$ cat src/rtl/pie_defs.vh
`ifndef PIE_DEFS_VH
`define PIE_DEFS_VH

// apb byte offsets
`define PIE_OFF_ENABLE 12'h000
`define PIE_OFF_FLAGS 12'h004
`define PIE_OFF_REQ 12'h008
`define PIE_OFF_GATE 12'h00C
`define PIE_OFF_IRQ_STAT 12'h010
`define PIE_OFF_IRQ_CLR 12'h014
`define PIE_OFF_IRQ_EN 12'h018

// enable register field positions
`define PIE_BIT_CCP5 6
`define PIE_BIT_CCP4 5
`define PIE_BIT_CCP3 4
`define PIE_BIT_TMR6 3
`define PIE_BIT_TMR4 1

// implemented bits: 6,5,4,3,1; bits 7,2,0 read zero
`define PIE_IMPL_MASK 8'h7A
`define PIE_ENABLE_RST 8'h00
`define PIE_GATE_RST 1'b0
`define PIE_IRQ_EN_RST 8'h00

`endif

$ cat src/rtl/pie_bank.v
// Chosen here: the APB slave port and the register addresses.
`timescale 1ns/1ps
`default_nettype none
`include "pie_defs.vh"
module pie_bank (
  input wire sys_clk,
  input wire sys_rst,
  input wire clk_en,
  input wire psel,
  input wire penable,
  input wire pwrite,
  input wire [11:0] paddr,
  input wire [31:0] pwdata,
  input wire [3:0] pstrb,
  output reg [31:0] prdata,
  output reg pready,
  output reg pslverr,
  input wire capcomp5_flag,
  input wire capcomp4_flag,
  input wire capcomp3_flag,
  input wire timer6_match_flag,
  input wire timer4_match_flag,
  output reg [7:0] periph_irq_req,
  output reg periph_irq,
  output reg irq
);
  // ----------------------------------------------------------------
  // flag synchronisers
  // ----------------------------------------------------------------
  // flags come from other logic possibly on other clocks, so sync them
  wire [7:0] flags_raw;
  wire [7:0] flags_s;

  assign flags_raw = {1'b0, capcomp5_flag, capcomp4_flag, capcomp3_flag,
                      timer6_match_flag, 1'b0, timer4_match_flag, 1'b0};

  pie_sync #(.WIDTH(8)) u_sync (
    .sys_clk(sys_clk),
    .sys_rst(sys_rst),
    .clk_en(clk_en),
    .async_in(flags_raw),
    .sync_out(flags_s)
  );

  // ----------------------------------------------------------------
  // registers
  // ----------------------------------------------------------------
  reg [7:0] peripheral_irq_enable_second_q;
  reg periph_gate_q;
  reg [7:0] irq_stat_q;
  reg [7:0] irq_en_q;
  reg [7:0] req_prev_q;

  wire [7:0] req_raw;
  wire [7:0] req_rise;
  wire wr_acc;
  wire wr_lo;

  // single-cycle access phase: ready answers in the first penable cycle
  assign wr_acc = psel & penable & pwrite & clk_en;
  assign wr_lo = wr_acc & pstrb[0];

  function is_mapped;
    input [11:0] a;
    begin
      is_mapped = (a == `PIE_OFF_ENABLE) || (a == `PIE_OFF_FLAGS) ||
                  (a == `PIE_OFF_REQ) || (a == `PIE_OFF_GATE) ||
                  (a == `PIE_OFF_IRQ_STAT) || (a == `PIE_OFF_IRQ_CLR) ||
                  (a == `PIE_OFF_IRQ_EN);
    end
  endfunction

  // ----------------------------------------------------------------
  // request gating
  // ----------------------------------------------------------------
  // per-bit and; unimplemented positions are masked out
  assign req_raw[`PIE_BIT_CCP5] = flags_s[`PIE_BIT_CCP5] &
                                  peripheral_irq_enable_second_q[`PIE_BIT_CCP5];
  assign req_raw[`PIE_BIT_CCP4] = flags_s[`PIE_BIT_CCP4] &
                                  peripheral_irq_enable_second_q[`PIE_BIT_CCP4];
  assign req_raw[`PIE_BIT_CCP3] = flags_s[`PIE_BIT_CCP3] &
                                  peripheral_irq_enable_second_q[`PIE_BIT_CCP3];
  assign req_raw[`PIE_BIT_TMR6] = flags_s[`PIE_BIT_TMR6] &
                                  peripheral_irq_enable_second_q[`PIE_BIT_TMR6];
  assign req_raw[`PIE_BIT_TMR4] = flags_s[`PIE_BIT_TMR4] &
                                  peripheral_irq_enable_second_q[`PIE_BIT_TMR4];
  assign req_raw[7] = 1'b0;
  assign req_raw[2] = 1'b0;
  assign req_raw[0] = 1'b0;
  assign req_rise = req_raw & ~req_prev_q;

  always @(posedge sys_clk) begin
    if (sys_rst) begin
      peripheral_irq_enable_second_q <= `PIE_ENABLE_RST;
      periph_gate_q <= `PIE_GATE_RST;
      irq_en_q <= `PIE_IRQ_EN_RST;
      irq_stat_q <= 8'h00;
      req_prev_q <= 8'h00;
      periph_irq_req <= 8'h00;
      periph_irq <= 1'b0;
      irq <= 1'b0;
    end else if (clk_en) begin
      req_prev_q <= req_raw;
      if (wr_lo && paddr == `PIE_OFF_ENABLE) begin
        peripheral_irq_enable_second_q <= pwdata[7:0] & `PIE_IMPL_MASK;
      end
      if (wr_lo && paddr == `PIE_OFF_GATE) begin
        periph_gate_q <= pwdata[0];
      end
      if (wr_lo && paddr == `PIE_OFF_IRQ_EN) begin
        irq_en_q <= pwdata[7:0] & `PIE_IMPL_MASK;
      end
      // new rising request wins over a same-cycle clear
      if (wr_lo && paddr == `PIE_OFF_IRQ_CLR) begin
        irq_stat_q <= (irq_stat_q & ~pwdata[7:0]) | req_rise;
      end else begin
        irq_stat_q <= irq_stat_q | req_rise;
      end
      periph_irq_req <= req_raw;
      periph_irq <= periph_gate_q & (|req_raw);
      irq <= |(irq_stat_q & irq_en_q);
    end
  end

  // ----------------------------------------------------------------
  // apb slave
  // ----------------------------------------------------------------
  always @(posedge sys_clk) begin
    if (sys_rst) begin
      prdata <= 32'h00000000;
      pready <= 1'b0;
      pslverr <= 1'b0;
    end else if (clk_en) begin
      pready <= psel & ~penable & ~pready;
      pslverr <= psel & ~penable & ~pready & ~is_mapped(paddr);
      prdata <= 32'h00000000;
      if (psel && !penable && !pwrite) begin
        case (paddr)
          `PIE_OFF_ENABLE: begin
            prdata <= {24'h000000, peripheral_irq_enable_second_q & `PIE_IMPL_MASK};
          end
          `PIE_OFF_FLAGS: begin
            prdata <= {24'h000000, flags_s & `PIE_IMPL_MASK};
          end
          `PIE_OFF_REQ: begin
            prdata <= {24'h000000, req_raw};
          end
          `PIE_OFF_GATE: begin
            prdata <= {31'h00000000, periph_gate_q};
          end
          `PIE_OFF_IRQ_STAT: begin
            prdata <= {24'h000000, irq_stat_q};
          end
          `PIE_OFF_IRQ_EN: begin
            prdata <= {24'h000000, irq_en_q};
          end
          default: begin
            prdata <= 32'h00000000;
          end
        endcase
      end
    end
  end
endmodule
`default_nettype wire

$ cat src/rtl/pie_sync.v
`timescale 1ns/1ps
`default_nettype none
// two-flop synchroniser for asynchronous source flags
module pie_sync #(
  parameter WIDTH = 8
) (
  input wire sys_clk,
  input wire sys_rst,
  input wire clk_en,
  input wire [WIDTH-1:0] async_in,
  output reg [WIDTH-1:0] sync_out
);
  reg [WIDTH-1:0] meta_q;

  always @(posedge sys_clk) begin
    if (sys_rst) begin
      meta_q <= {WIDTH{1'b0}};
      sync_out <= {WIDTH{1'b0}};
    end else if (clk_en) begin
      meta_q <= async_in;
      sync_out <= meta_q;
    end
  end
endmodule
`default_nettype wire

$ cat config.mk
export PLATFORM = sky130hd
export DESIGN_NAME = pie_bank
export DESIGN_NICKNAME = d
export VERILOG_FILES = /design/src/rtl/pie_bank.v /design/src/rtl/pie_sync.v
export VERILOG_INCLUDE_DIRS = /design/src /design/src/rtl
export SDC_FILE = /design/constraint.sdc
export NUM_CORES = 1
export LEC_CHECK = 0
export ABC_AREA = 1
export CAP_MARGIN = 20
export CORE_UTILIZATION = 55
export CTS_CLUSTER_DIAMETER = 60
export DETAILED_ROUTE_END_ITERATION = 12
export DONT_BUFFER_PORTS = 1
export MAX_ROUTING_LAYER = met4
export PLACE_DENSITY_LB_ADDON = 0.2
export SYNTH_ARGS = -nofsm -noshare
export SYNTH_HDL_FRONTEND = slang
export SYNTH_SLANG_ARGS = --single-unit
$ cat constraint.sdc
create_clock -name sys_clk -period 2.8 [get_ports sys_clk]
set_input_delay 0.28 -clock sys_clk [delete_from_list [all_inputs] [get_ports sys_clk]]
set_output_delay 0.28 -clock sys_clk [all_outputs]
set_load 0.05 [all_outputs]
==> results.sh <==
export IMPL_status="finished clean"
export IMPL_drive_gt1_frac=0.08631
export IMPL_ys_async_sr_fraction=0
export IMPL_cp_end_kind="register"
export IMPL_start_kind="input pin"
export IMPL_fin_nets=394
export IMPL_startpoint="paddr[11]"
export IMPL_core_sq_um=4086
export IMPL_root_buffer="clkbuf_8"
export IMPL_diodes=0
export IMPL_final_common_cell="nand2_1"
export IMPL_holdBufCountCts=0
export IMPL_maxCapViolations=0
export IMPL_die_w_um=67.75
export IMPL_layout_common_cells="63 x nand2_1, 46 x dfxtp_1, 36 x nand3_1"
export IMPL_post_cts_resized=0
export IMPL_cts_sinks=46
export IMPL_hp_start="sys_rst"
export IMPL_yosysSeqAreaShare=0.3874
export IMPL_grt_pass1_vias=1798
export IMPL_worstSkewPairLatency_ps=290
export IMPL_grt_setup_unrepaired="false"
export IMPL_slew_headroom=0.5194
export IMPL_cts_tree="yes"
export IMPL_synth_seq_cells=46
export IMPL_critPathMaxFanout=19
export IMPL_worstPathRequired_ps=3030
export IMPL_hpwl_mm=3.585
export IMPL_synth_ff_type="dfxtp_1"
export IMPL_grt_ovfl_total=0
export IMPL_critPathKind="in2reg"
export IMPL_drc=0
export IMPL_boundaryPins=103
export IMPL_r2r_slack_ps=1670
export IMPL_fin_crit_sh=0.4424
export IMPL_grt_start_max_net_pins=31
export IMPL_die_height_um=67.75
export IMPL_avgSynthCellArea_sq_um=6.971
export IMPL_period_needed_ps=1239
export IMPL_via_per_inst=5.251
export IMPL_synthesis_area_sq_um=2377
export IMPL_first_pass_iters=5
export IMPL_syn_to_final_growth_pct=1.474
export IMPL_first_iter_violations=114
export IMPL_holdCritPathClass="in2reg"
export IMPL_dpl_worst_slack_ps=1264
export IMPL_ir_drop_mv=0.3984
export IMPL_numCtsBuffers=5
export IMPL_power_density_nw_per_um2=584.5
export IMPL_initial_core_util=0.5818
export IMPL_r2r_start="u_sync.sync_out[3]"
export IMPL_synth_warnings=0
export IMPL_portBuffers=0
export IMPL_htreeDepth=2
export IMPL_fillCellCount=387
export IMPL_drv_slew=0
export IMPL_rows=23
export IMPL_die_area_sq_um=4589
export IMPL_clock_skew_ps=2.354
export IMPL_finalSetupViolCount=0
export IMPL_antenna_found_initial=0
export IMPL_grt_pass1_wl_mm=8.073
export IMPL_timing_fmax_mhz=807.4
export IMPL_wl_per_cell_um=12.75
export IMPL_fin_ws_ps=1561
export IMPL_synth_cells=341
export IMPL_fin_tns_setup_ps=0
export IMPL_synth_top_area_cell="dfxtp_1"
export IMPL_cts_reportedPaths_clkPinSlew_ps=80
export IMPL_cts_setup_buffers=0
export IMPL_ant_nets=0
export IMPL_arrival_ps=1470
export IMPL_placed_area_sq_um=2270
export IMPL_synth_edf_count=0
export IMPL_gr_usage_all_layers=0.2433
export IMPL_worst_slew_pin_slew_ps=720.1
export IMPL_wirelength_mm=4.921
export IMPL_hold_viol_final=0
export IMPL_synthTopCellsByArea="dfxtp_1 39%, nand2_1 9.9%, buf_4 8.8%"
export IMPL_fin_util=0.5903
export IMPL_vias=2027
export IMPL_hold_slack_ps=42.60
export IMPL_clock_path_buffers=2
export IMPL_synth_cell_types=24
export IMPL_fin_area_sq_um=2412
export IMPL_p_leak_nw=1.045
export IMPL_gp_congestion=0.9092
export IMPL_yosys_area_top_type_share=0.3874
## flip-flops by register name, indices dropped and copies added (netlist names)
name and flops:
irq_stat_q 8, prdata 8, irq_en_q 5, peripheral_irq_enable_second_q 5, req_prev_q 5, u_sync.meta_q 5, u_sync.sync_out 5, irq 1
periph_gate_q 1, periph_irq 1, pready 1, pslverr 1
## synth_stat cells, types with 3 or more instances
library cell and count:
dfxtp_1 46, inv_2 3, o21ai_0 26, nor2_1 35
nand2_2 4, a21oi_1 32, nand2_1 63, nand3_1 36
inv_1 32, clkbuf_1 8, buf_4 28, nor2_2 4
or2_2 5, nor2_4 3, nand4_1 4, o21ai_1 3
## worst max-delay path: stages
cell	delay, ps
nor2_1	110
nand2_2	100
nor2_4	380
nand2_1	100
nand2_1	100
inv_2	70
nor2_8	120
o21ai_1	90
a21oi_1	130
## layout make-up
type	count	area (sq um)	area share
inverter	35	131.4	0.05446
clock buffer	6	82.58	0.03423
multi-input combinational	247	1155	0.4787
clock inverter	2	60.06	0.02490
tap	50	62.56	0.02593
sequential	46	920.9	0.3817
## path summary, 6_finish.rpt
check                                      to  cells past startpoint
worst min-delay path            irq_stat_q[6]                      1
worst max-delay path                prdata[1]                      9
worst max register to register  irq_stat_q[3]                      5
worst min register to register  irq_stat_q[2]                      2
## stage by stage
stage / cells / total power [mW]
after CTS: 386 / 1.423
after global placement: 378 / 0.8258
after detailed placement: 378 / 0.8273
final: 386 / 1.410
after global routing: 386 / 1.462
after floorplan: 367 / 0.8558
## cell families after synthesis
group | count (synthesis) | synth area share
AND/OR/NAND/NOR | 157 | 0.3074
buffers and inverters | 74 | 0.1679
AO/OA/AOI/OAI | 63 | 0.1358
flip-flops | 46 | 0.3874
other | 1 | 0.001577
## per-layer routing
metal / track usage / wire [um]
met5: - / 0
met2: 0.3886 / 2273
met3: 0.05743 / 364
met1: 0.3049 / 2218
met4: 0.06383 / 64
## where the power goes
part / switching (mW) / internal, mW
logic: 0.114 / 0.0156
clock network: 0.217 / 0.380
registers: 0.0168 / 0.666
No activity file was read; power rests on OpenSTA's default activity.
